### src/hdl/pcs_map.svh
// Register offsets, field positions, reset values and timing figures
// Assumes inclusion by bare name from the power control design files
`ifndef PCS_MAP_SVH
`define PCS_MAP_SVH

// ****************************************
// Register offsets
// ****************************************
`define PCS_REG_CFG       8'h10
`define PCS_REG_INTSTAT   8'h11
`define PCS_REG_INTMASK   8'h12
`define PCS_REG_STATUS    8'h13
`define PCS_REG_FAULTMODE 8'he8

// ****************************************
// Fields, reset values and serial device address
// ****************************************
`define PCS_CFG_INTYPE    0
`define PCS_CFG_STBYINV   1
`define PCS_CFG_SEQEN     2
`define PCS_FM_EN         0
`define PCS_INT_FAULT     0
`define PCS_MASK_RST      1'b0
`define PCS_I2C_ADDR      7'h08

// ****************************************
// Timing
// ****************************************
`define PCS_CLK_MHZ       250
`define PCS_RST_DLY_US    2000
`define PCS_FAULT_RST_US  1800
`define PCS_FAULT_OFF_US  100000
`define PCS_HOLD_OFF_MS   4000
`define PCS_WARN_HZ       32768
`define PCS_CNT_W         30

`endif

### src/hdl/pcs_pkg.sv
// Types shared by the power control block and its serial slave
// Assumes the map header is compiled alongside
package pcs_pkg;

	// Effective configuration bits
	typedef struct packed {
		logic seqEnable;
		logic faultMode;
		logic standby_polarity_invert;
		logic inputType;
	} pcs_cfg_s;

	// Register write strobe with address and data
	typedef struct packed {
		logic       en;
		logic [7:0] addr;
		logic [7:0] data;
	} pcs_wr_s;

	typedef enum logic [2:0] {
		PWR_OFF, PWR_START, PWR_DELAY, PWR_ON, PWR_WARN
	} pcs_pwr_e;

	typedef enum logic [3:0] {
		I2C_IDLE, I2C_ADDR, I2C_ACKA, I2C_PTR, I2C_ACKP,
		I2C_WDAT, I2C_ACKW, I2C_RDAT, I2C_RACK
	} pcs_i2c_e;

endpackage : pcs_pkg

### src/hdl/pcs_i2c_slave.sv
// Byte-wide register slave on a two-wire serial bus
// Assumes SCL and SDA arrive synchronous to ref_clk and slow against it
`timescale 1ns/1ns
`default_nettype none
`include "pcs_map.svh"

module pcs_i2c_slave (
	// Clock and reset
	input  wire logic            ref_clk,
	input  wire logic            rst_n,
	// Serial pins
	input  wire logic            sclIn,
	input  wire logic            sdaIn,
	output var  logic            sdaOutEn_n,
	// Register side
	output var pcs_pkg::pcs_wr_s wrBus,
	output var  logic [7:0]      rdAddr,
	input  wire logic [7:0]      rdData
);
	import pcs_pkg::*;

	pcs_i2c_e   st_q;
	logic       sclQ;
	logic       sdaQ;
	logic [7:0] sh_q;
	logic [3:0] cnt_q;
	logic       pull_q;
	logic       nack_q;
	logic       rw_q;
	logic       start;
	logic       stop;
	logic       rise;
	logic       fall;

	assign start = sclIn & sclQ & sdaQ & ~sdaIn;
	assign stop  = sclIn & sclQ & ~sdaQ & sdaIn;
	assign rise  = sclIn & ~sclQ;
	assign fall  = ~sclIn & sclQ;
	assign sdaOutEn_n = ~pull_q;

	// ****************************************
	// Pin history
	// ****************************************
	always_ff @(posedge ref_clk or negedge rst_n) begin
		if (!rst_n) begin
			sclQ <= 1'b1;
			sdaQ <= 1'b1;
		end else begin
			sclQ <= sclIn;
			sdaQ <= sdaIn;
		end
	end

	// ****************************************
	// Protocol engine
	// ****************************************
	always_ff @(posedge ref_clk or negedge rst_n) begin
		if (!rst_n) begin
			st_q   <= I2C_IDLE;
			sh_q   <= 8'h00;
			cnt_q  <= 4'h0;
			pull_q <= 1'b0;
			nack_q <= 1'b0;
			rw_q   <= 1'b0;
			rdAddr <= 8'h00;
			wrBus  <= '0;
		end else begin
			wrBus.en <= 1'b0;
			if (start) begin
				st_q   <= I2C_ADDR;
				cnt_q  <= 4'h0;
				pull_q <= 1'b0;
			end else if (stop) begin
				st_q   <= I2C_IDLE;
				pull_q <= 1'b0;
			end else if (rise) begin
				unique case (st_q)
					I2C_ADDR, I2C_PTR, I2C_WDAT: begin
						sh_q  <= {sh_q[6:0], sdaIn};
						cnt_q <= cnt_q + 4'h1;
					end
					I2C_RDAT: cnt_q <= cnt_q + 4'h1;
					I2C_RACK: nack_q <= sdaIn;
					default: ;
				endcase
			end else if (fall) begin
				unique case (st_q)
					I2C_ADDR: if (cnt_q == 4'h8) begin
						rw_q   <= sh_q[0];
						st_q   <= (sh_q[7:1] == `PCS_I2C_ADDR) ? I2C_ACKA : I2C_IDLE;
						pull_q <= (sh_q[7:1] == `PCS_I2C_ADDR);
					end
					I2C_PTR: if (cnt_q == 4'h8) begin
						rdAddr <= sh_q;
						st_q   <= I2C_ACKP;
						pull_q <= 1'b1;
					end
					I2C_WDAT: if (cnt_q == 4'h8) begin
						wrBus  <= '{en: 1'b1, addr: rdAddr, data: sh_q};
						st_q   <= I2C_ACKW;
						pull_q <= 1'b1;
					end
					I2C_ACKA, I2C_ACKP, I2C_ACKW, I2C_RACK: begin
						cnt_q <= 4'h0;
						if (st_q == I2C_ACKW)
							rdAddr <= rdAddr + 8'h01;
						if ((st_q == I2C_ACKA && rw_q) || (st_q == I2C_RACK && !nack_q)) begin
							st_q   <= I2C_RDAT;
							sh_q   <= rdData;
							pull_q <= ~rdData[7];
						end else begin
							st_q   <= (st_q == I2C_ACKA) ? I2C_PTR :
							          (st_q == I2C_RACK) ? I2C_IDLE : I2C_WDAT;
							pull_q <= 1'b0;
						end
					end
					I2C_RDAT: if (cnt_q == 4'h8) begin
						st_q   <= I2C_RACK;
						pull_q <= 1'b0;
						rdAddr <= rdAddr + 8'h01;
					end else begin
						sh_q   <= {sh_q[6:0], 1'b0};
						pull_q <= ~sh_q[6];
					end
					default: ;
				endcase
			end
		end
	end

endmodule : pcs_i2c_slave
`default_nettype wire

### src/hdl/pcs_power_ctrl.sv
// Power control logic facing the processor and the power button
// Assumes pins synchronous to ref_clk; regulators sequenced outside
`timescale 1ns/1ns
`default_nettype none
`include "pcs_map.svh"

module pcs_power_ctrl #(
	parameter int unsigned RST_DLY_CYC   = `PCS_RST_DLY_US * `PCS_CLK_MHZ,
	parameter int unsigned FAULT_RST_CYC = `PCS_FAULT_RST_US * `PCS_CLK_MHZ,
	parameter int unsigned FAULT_OFF_CYC = `PCS_FAULT_OFF_US * `PCS_CLK_MHZ,
	parameter int unsigned HOLD_OFF_CYC  = `PCS_HOLD_OFF_MS * 1000 * `PCS_CLK_MHZ,
	parameter int unsigned WARN_CYC      = (`PCS_CLK_MHZ * 1000000) / `PCS_WARN_HZ
) (
	// Clock and reset
	input  wire logic             ref_clk,
	input  wire logic             rst_n,
	// Button and standby inputs
	input  wire logic             powerOnRequest,
	input  wire logic             standbyIn,
	// Processor reset pin
	input  wire logic             processorResetIn,
	output var  logic             processorResetOut,
	output var  logic             processorResetOutEn_n,
	// Shutdown warning pin
	input  wire logic             shutdownWarningIn,
	output var  logic             shutdownWarningOut,
	output var  logic             shutdownWarningOutEn_n,
	// Fault interrupt pin
	input  wire logic             faultIrqIn,
	output var  logic             faultIrqOut,
	output var  logic             faultIrqOutEn_n,
	// Serial register pins
	input  wire logic             sclIn,
	input  wire logic             sdaIn,
	output var  logic             sdaOut,
	output var  logic             sdaOutEn_n,
	// Configuration source
	input  wire logic             prototypeConfigMode,
	input  wire pcs_pkg::pcs_cfg_s otpCfg,
	// Regulator sequencer
	input  wire logic             lastRegulatorOn,
	input  wire logic             powerFault,
	output var  logic             startSequence,
	output var  logic             railsEnable,
	output var  logic             standbyMode
);
	import pcs_pkg::*;

	localparam logic [`PCS_CNT_W-1:0] ONE = `PCS_CNT_W'(1);

	pcs_pwr_e              st_q;
	pcs_cfg_s              cfg_q;
	pcs_cfg_s              effCfg;
	pcs_wr_s               wrBus;
	logic                  loaded_q;
	logic                  intStat_q;
	logic                  intMask_q;
	logic                  faultSeen_q;
	logic                  pwrPrev_q;
	logic                  faultPrev_q;
	logic [`PCS_CNT_W-1:0] faultCnt_q;
	logic [`PCS_CNT_W-1:0] holdCnt_q;
	logic [`PCS_CNT_W-1:0] stCnt_q;
	logic [7:0]            rdAddr;
	logic [7:0]            rdData;
	logic                  onEvent;
	logic                  offEvent;
	logic                  faultLong;
	logic                  faultOff;
	logic                  faultRise;
	logic                  intClr;
	logic                  goOff;

	assign processorResetOut  = 1'b0;
	assign shutdownWarningOut = 1'b0;
	assign faultIrqOut        = 1'b0;
	assign sdaOut             = 1'b0;

	// ****************************************
	// Register interface
	// ****************************************
	pcs_i2c_slave u_i2c (
		.ref_clk    (ref_clk),
		.rst_n      (rst_n),
		.sclIn      (sclIn),
		.sdaIn      (sdaIn),
		.sdaOutEn_n (sdaOutEn_n),
		.wrBus      (wrBus),
		.rdAddr     (rdAddr),
		.rdData     (rdData)
	);

	always_comb begin
		rdData = 8'h00;
		case (rdAddr)
			`PCS_REG_CFG: begin
				rdData[`PCS_CFG_INTYPE]  = cfg_q.inputType;
				rdData[`PCS_CFG_STBYINV] = cfg_q.standby_polarity_invert;
				rdData[`PCS_CFG_SEQEN]   = cfg_q.seqEnable;
			end
			`PCS_REG_FAULTMODE: rdData[`PCS_FM_EN] = cfg_q.faultMode;
			`PCS_REG_INTSTAT:   rdData[`PCS_INT_FAULT] = intStat_q;
			`PCS_REG_INTMASK:   rdData[`PCS_INT_FAULT] = intMask_q;
			`PCS_REG_STATUS:
				rdData = {prototypeConfigMode, faultSeen_q, shutdownWarningIn,
				          faultIrqIn, processorResetIn, standbyMode, railsEnable,
				          powerFault};
			default: rdData = 8'h00;
		endcase
	end

	// ****************************************
	// Configuration registers
	// ****************************************
	always_ff @(posedge ref_clk or negedge rst_n) begin
		if (!rst_n) begin
			cfg_q    <= '0;
			loaded_q <= 1'b0;
		end else if (!loaded_q) begin
			cfg_q    <= otpCfg;
			loaded_q <= 1'b1;
		end else if (wrBus.en) begin
			if (wrBus.addr == `PCS_REG_CFG) begin
				cfg_q.inputType  <= wrBus.data[`PCS_CFG_INTYPE];
				cfg_q.standby_polarity_invert <= wrBus.data[`PCS_CFG_STBYINV];
				cfg_q.seqEnable  <= wrBus.data[`PCS_CFG_SEQEN];
			end
			if (wrBus.addr == `PCS_REG_FAULTMODE)
				cfg_q.faultMode <= wrBus.data[`PCS_FM_EN];
		end
	end

	assign effCfg = prototypeConfigMode ? cfg_q : otpCfg;

	always_ff @(posedge ref_clk or negedge rst_n) begin
		if (!rst_n)
			intMask_q <= `PCS_MASK_RST;
		else if (wrBus.en && wrBus.addr == `PCS_REG_INTMASK)
			intMask_q <= wrBus.data[`PCS_INT_FAULT];
	end

	// ****************************************
	// Fault interrupt
	// ****************************************
	assign faultRise = powerFault & ~faultPrev_q;
	assign intClr    = wrBus.en & (wrBus.addr == `PCS_REG_INTSTAT)
	                 & wrBus.data[`PCS_INT_FAULT];

	always_ff @(posedge ref_clk or negedge rst_n) begin
		if (!rst_n) begin
			faultPrev_q     <= 1'b0;
			intStat_q       <= 1'b0;
			faultIrqOutEn_n <= 1'b1;
		end else begin
			faultPrev_q     <= powerFault;
			intStat_q       <= faultRise | (intStat_q & ~intClr);
			faultIrqOutEn_n <= ~(intStat_q & ~intMask_q);
		end
	end

	// ****************************************
	// Power-on request decode
	// ****************************************
	always_ff @(posedge ref_clk or negedge rst_n) begin
		if (!rst_n) begin
			pwrPrev_q <= 1'b0;
			holdCnt_q <= '0;
		end else begin
			pwrPrev_q <= powerOnRequest;
			if (powerOnRequest || st_q == PWR_OFF)
				holdCnt_q <= '0;
			else if (holdCnt_q != `PCS_CNT_W'(HOLD_OFF_CYC))
				holdCnt_q <= holdCnt_q + ONE;
		end
	end

	assign onEvent  = effCfg.inputType ? (pwrPrev_q & ~powerOnRequest)
	                                   : powerOnRequest;
	assign offEvent = effCfg.inputType ? (holdCnt_q == `PCS_CNT_W'(HOLD_OFF_CYC - 1))
	                                   : ~powerOnRequest;

	// ****************************************
	// Fault persistence
	// ****************************************
	always_ff @(posedge ref_clk or negedge rst_n) begin
		if (!rst_n)
			faultCnt_q <= '0;
		else if (!powerFault || st_q == PWR_OFF)
			faultCnt_q <= '0;
		else if (faultCnt_q != `PCS_CNT_W'(FAULT_OFF_CYC))
			faultCnt_q <= faultCnt_q + ONE;
	end

	assign faultLong = faultCnt_q >= `PCS_CNT_W'(FAULT_RST_CYC);
	assign faultOff  = faultCnt_q == `PCS_CNT_W'(FAULT_OFF_CYC);
	assign goOff     = offEvent | (effCfg.faultMode & faultOff);

	// ****************************************
	// Power state machine
	// ****************************************
	always_ff @(posedge ref_clk or negedge rst_n) begin
		if (!rst_n) begin
			st_q          <= PWR_OFF;
			stCnt_q       <= '0;
			startSequence <= 1'b0;
			railsEnable   <= 1'b0;
			faultSeen_q   <= 1'b0;
		end else begin
			startSequence <= 1'b0;
			stCnt_q       <= stCnt_q + ONE;
			unique case (st_q)
				PWR_OFF: if (onEvent) begin
					st_q          <= PWR_START;
					startSequence <= 1'b1;
					railsEnable   <= 1'b1;
					faultSeen_q   <= powerFault;
				end
				PWR_START: begin
					faultSeen_q <= faultSeen_q | powerFault;
					stCnt_q     <= '0;
					if (goOff)
						st_q <= PWR_WARN;
					else if (lastRegulatorOn)
						st_q <= (!effCfg.faultMode && effCfg.seqEnable) ? PWR_DELAY : PWR_ON;
				end
				PWR_DELAY: begin
					if (goOff) begin
						st_q    <= PWR_WARN;
						stCnt_q <= '0;
					end else if (stCnt_q == `PCS_CNT_W'(RST_DLY_CYC - 1))
						st_q <= PWR_ON;
				end
				PWR_ON: begin
					stCnt_q <= '0;
					if (goOff)
						st_q <= PWR_WARN;
				end
				PWR_WARN: if (stCnt_q == `PCS_CNT_W'(WARN_CYC - 1)) begin
					st_q        <= PWR_OFF;
					railsEnable <= 1'b0;
				end
				default: st_q <= PWR_OFF;
			endcase
		end
	end

	// ****************************************
	// Pin drivers
	// ****************************************
	always_ff @(posedge ref_clk or negedge rst_n) begin
		if (!rst_n)
			shutdownWarningOutEn_n <= 1'b1;
		else
			shutdownWarningOutEn_n <= ~((st_q != PWR_WARN && st_q != PWR_OFF && goOff)
			                         || (st_q == PWR_WARN
			                         && stCnt_q != `PCS_CNT_W'(WARN_CYC - 1)));
	end

	always_ff @(posedge ref_clk or negedge rst_n) begin
		if (!rst_n)
			processorResetOutEn_n <= 1'b0;
		else if (st_q == PWR_OFF || st_q == PWR_WARN || goOff)
			processorResetOutEn_n <= 1'b0;
		else if (st_q == PWR_START && lastRegulatorOn && effCfg.faultMode)
			processorResetOutEn_n <= ~(faultSeen_q | powerFault);
		else if (st_q == PWR_START && lastRegulatorOn && !effCfg.seqEnable)
			processorResetOutEn_n <= 1'b1;
		else if (st_q == PWR_DELAY && stCnt_q == `PCS_CNT_W'(RST_DLY_CYC - 1))
			processorResetOutEn_n <= 1'b1;
		else if (st_q == PWR_ON && effCfg.faultMode && faultLong)
			processorResetOutEn_n <= 1'b0;
		else if (st_q == PWR_ON && effCfg.faultMode && !powerFault)
			processorResetOutEn_n <= 1'b1;
	end

	always_ff @(posedge ref_clk or negedge rst_n) begin
		if (!rst_n)
			standbyMode <= 1'b0;
		else
			standbyMode <= (st_q == PWR_ON) & (standbyIn ^ effCfg.standby_polarity_invert);
	end

endmodule : pcs_power_ctrl
`default_nettype wire

### config.mk
export PLATFORM = sky130hd
export DESIGN_NAME = pcs_power_ctrl
export DESIGN_NICKNAME = d
export VERILOG_FILES = /design/src/hdl/pcs_pkg.sv /design/src/hdl/pcs_i2c_slave.sv /design/src/hdl/pcs_power_ctrl.sv
export VERILOG_INCLUDE_DIRS = /design/src /design/src/hdl
export SDC_FILE = /design/constraint.sdc
export NUM_CORES = 1
export LEC_CHECK = 0
export BUFFER_PORTS_ARGS = -buffer_cell sky130_fd_sc_hd__buf_2
export CORE_ASPECT_RATIO = 1.75
export CORE_MARGIN = 2
export CORE_UTILIZATION = 60
export CTS_CLUSTER_SIZE = 14
export DETAILED_ROUTE_END_ITERATION = 12
export GPL_TIMING_DRIVEN = 0
export PLACE_DENSITY = 0.82
export SLEW_MARGIN = 20
export SYNTH_ARGS = -nofsm -noshare
export SYNTH_HDL_FRONTEND = slang
export SYNTH_SLANG_ARGS = --single-unit
### constraint.sdc
create_clock -name ref_clk -period 5.9 [get_ports ref_clk]
set_clock_uncertainty 0.1 [all_clocks]
set_input_delay 0.885 -clock ref_clk [delete_from_list [all_inputs] [get_ports ref_clk]]
set_output_delay 0.885 -clock ref_clk [all_outputs]
set_load 0.02 [all_outputs]
==> results.txt <==
First-pass GRT wire length - 32700 um
Synth top area share - 43.3%
R2r setup slk - 3.12 ns
FILL cells - 1095
Worst EP arrival - 3.02 ns
Die area - 0.0151 mm2
Leakage - 0.00396 uW
Setup TNS - 0 ns
Fin crit share - 47.5%
Crit Path Max Fanout - 10
PortBufs - 21
Root Buffer - clkbuf_16
# diodes - 0
Final setup fails - 0
Post-synthesis cell count - 861
Synthesized area - 0.00844 mm2
Post-synth top area cell - dfrtp_1
Vias per cell - 6.12
CP delay by family, top - simple AND/OR/NAND/NOR gates
CTS tree - built
Multi-input gate area - 0.00433 mm2
DRT Wirelength - 19400 um
Fmax - 357 MHz
Placed cells - 1063
Hold depth - 1
Crit. End Element - register
Area contributors post-synth - dfrtp_1, xnor2_1, nor2_1
GRT Util Overall - 27.2%
WL/cell - 17.7 um
Top-count cell post-synth - dfrtp_1
Share of layout cells above drive strength 1 - 15.9%
FF-to-FF Start - u_i2c.sclQ$_DFF_PN1_
Worst IR Drop VDD - 0.000203 V
Top FF cell, synth - dfrtp_1
Insertion delay to the later sink of the worst-skew pair - 0.43 ns
CTS Buffer Depth - 2
Avg Cell Area, Syn - 9.80 um2
R2R depth - 8
Post-synth EDFFs - 0
Startpoint types - primary input
Layout area overhead - 11.2%
Remaining DRCs - 0
Nets@finish - 936
Hold buffers post-CTS - 0
Detail Route Antenna Nets - 0
Vias in the first global route - 6916
Final Max Tran Viols - 0
Vias post-DR - 6706
TritonCTS buffer count - 17
Routability cong. - 0.910
Clock sink total - 150
Crit-path cells - buf_2 -> ha_1 -> clkbuf_1 -> nor2b_1 -> nand4b_1 -> nor2_1 -> buf_2 -> mux2_2
Yosys cell types - 75
Sequential Area - 0.00376 mm2
Crit path time final - 2.80 ns
Placed wire-length estimate - 13300 um
Gates resized, CTS repair - 0
Critical path buffers and inverters - 3
Worst slew pin tran - 0.765 ns
HP Start - faultPrev_q$_DFF_PN0_
Largest net degree at the start of global routing - 82
Power per cell area - 336 mW/mm2
Row count - 57
RSZ-0062 raised after global routing - no
WP data required - 6.11 ns
Max cap viols - 0
Core area - 0.0138 mm2
Sequential fraction of the synthesis area - 44.5%
Starting density of the core - 61.0%
Hold endpoint - intStat_q$_DFF_PN0_
Clk slew on worst S/H paths - 0.07 ns
Post-layout util - 67.9%
Final Hold Viols - 0
Io pins - 27
Post-CTS Setup Bufs - 0
Total power - 3160 uW
Most used cell, CP - buf_2
Slowest cell on crit path - mux2_2
R2R Path End - u_i2c.wrBus[2]$_DFFE_PN0P_
Yosys warnings - 0
Die Y - 161 um
DRT iter0 DRCs - 417
Critical path type - in -> reg
DR pass1 iterations - 5
Async S/R FF share, synth - 100%
Hold WS - 0.341 ns
Worst slew margin - 49.0%
Top cells by count, synth - dfrtp_1, nor2_1, nand2_1, xnor2_1, nor3_1
HP Class - reg -> reg
Slowest stage delay, CP - 0.39 ns
Die X - 93.7 um
CTS H-tree depth - 4
Global route total overflow - 0
FF+latch count, synth - 150
Status - completed
Initial antenna violation count - 0
Final std cells w/o fill - 1095
[where the power goes]
part           total (uW)  switching, uW  internal [uW]
Sequential           1280            141           1140
Combinational         821            511            310
Clock                1060            468            589
[through the flow]
step / worst slack, ns / instance area (um2)
floorplan: 3.35 / 8450
global placement: 1.65 / 8780
detailed placement: 2.68 / 8820
CTS: 3.12 / 9390
global route: 2.98 / 9390
finish: 3.10 / 9390
[cell families (layout without fill, tap and decap cells)]
| family | count (synthesis) | after routing | synth area share, % |
|---|---|---|---|
| xor+xnor | 78 | 78 | 8.09 |
| flops | 150 | 150 | 44.5 |
| buf+inv | 80 | 134 | 4.28 |
| fa+ha+maj | 15 | 15 | 2.22 |
| simple gates | 380 | 380 | 25.9 |
| compound gates | 110 | 110 | 9.10 |
| other cells | 2 | 5 | 0.0890 |
| mux | 46 | 46 | 5.81 |
[state kept, by name, summed over array words and instances (netlist names), 3 cells and up]
register,cells
cfg_q,4
u_i2c.rdAddr,8
faultCnt_q,30
u_i2c.sh_q,8
u_i2c.st_q,4
stCnt_q,30
holdCnt_q,30
st_q,3
u_i2c.wrBus,12
u_i2c.cnt_q,4
[routing by layer]
metal	wire length, um	global-route usage [%]	vias to the layer above	part of all wire, %
met5	0	0	-	0
met4	959	15.9	0	4.9
met3	672	4.88	75	3.5
met2	10500	48.5	175	54
met1	7330	29.5	3284	38
li1	-	-	3172	-
[placed cells by master, fill, tap and decap left out, types with 17 or more instances in the layout]
master	count
nor3_2	22
nor3_1	42
o21ai_0	25
nor4_1	18
clkbuf_1	18
dfrtp_1	146
and3_1	19
a21oi_1	23
nor2_1	79
inv_1	40
mux2i_1	22
nand4_1	28
nand3_1	33
clkbuf_16	17
buf_2	33
nand2_1	51
mux2_2	24
xor2_1	29
xnor2_1	49
[area by class of cell]
| class | instances | area share (%) |
|---|---|---|
| inverter | 40 | 1.60 |
| tap | 177 | 2.36 |
| clock inverter | 15 | 1.57 |
| multi-input combinational | 634 | 46.1 |
| buffer | 40 | 2.25 |
| timing repair buffer | 22 | 1.52 |
| sequential | 150 | 40.0 |
| clock buffer | 17 | 4.53 |
[worst max path at each step]
| stage | from | end | slack (ns) | cells after the start |
|---|---|---|---|---|
| after global placement | rst_n | faultCnt_q[4]$_DFFE_PN0P_ | 1.65 | 1 |
| after CTS | sclIn | u_i2c.wrBus[2]$_DFFE_PN0P_ | 3.12 | 8 |
| after detailed placement | sclIn | u_i2c.wrBus[1]$_DFFE_PN0P_ | 2.68 | 8 |
| after floorplan | sclIn | u_i2c.cnt_q[0]$_DFFE_PN0P_ | 3.35 | 7 |
| final | sclIn | u_i2c.wrBus[2]$_DFFE_PN0P_ | 3.10 | 8 |
| after global routing | u_i2c.sclQ$_DFF_PN1_ | u_i2c.wrBus[2]$_DFFE_PN0P_ | 2.98 | 8 |
No activity file was read; power rests on OpenSTA's default activity.
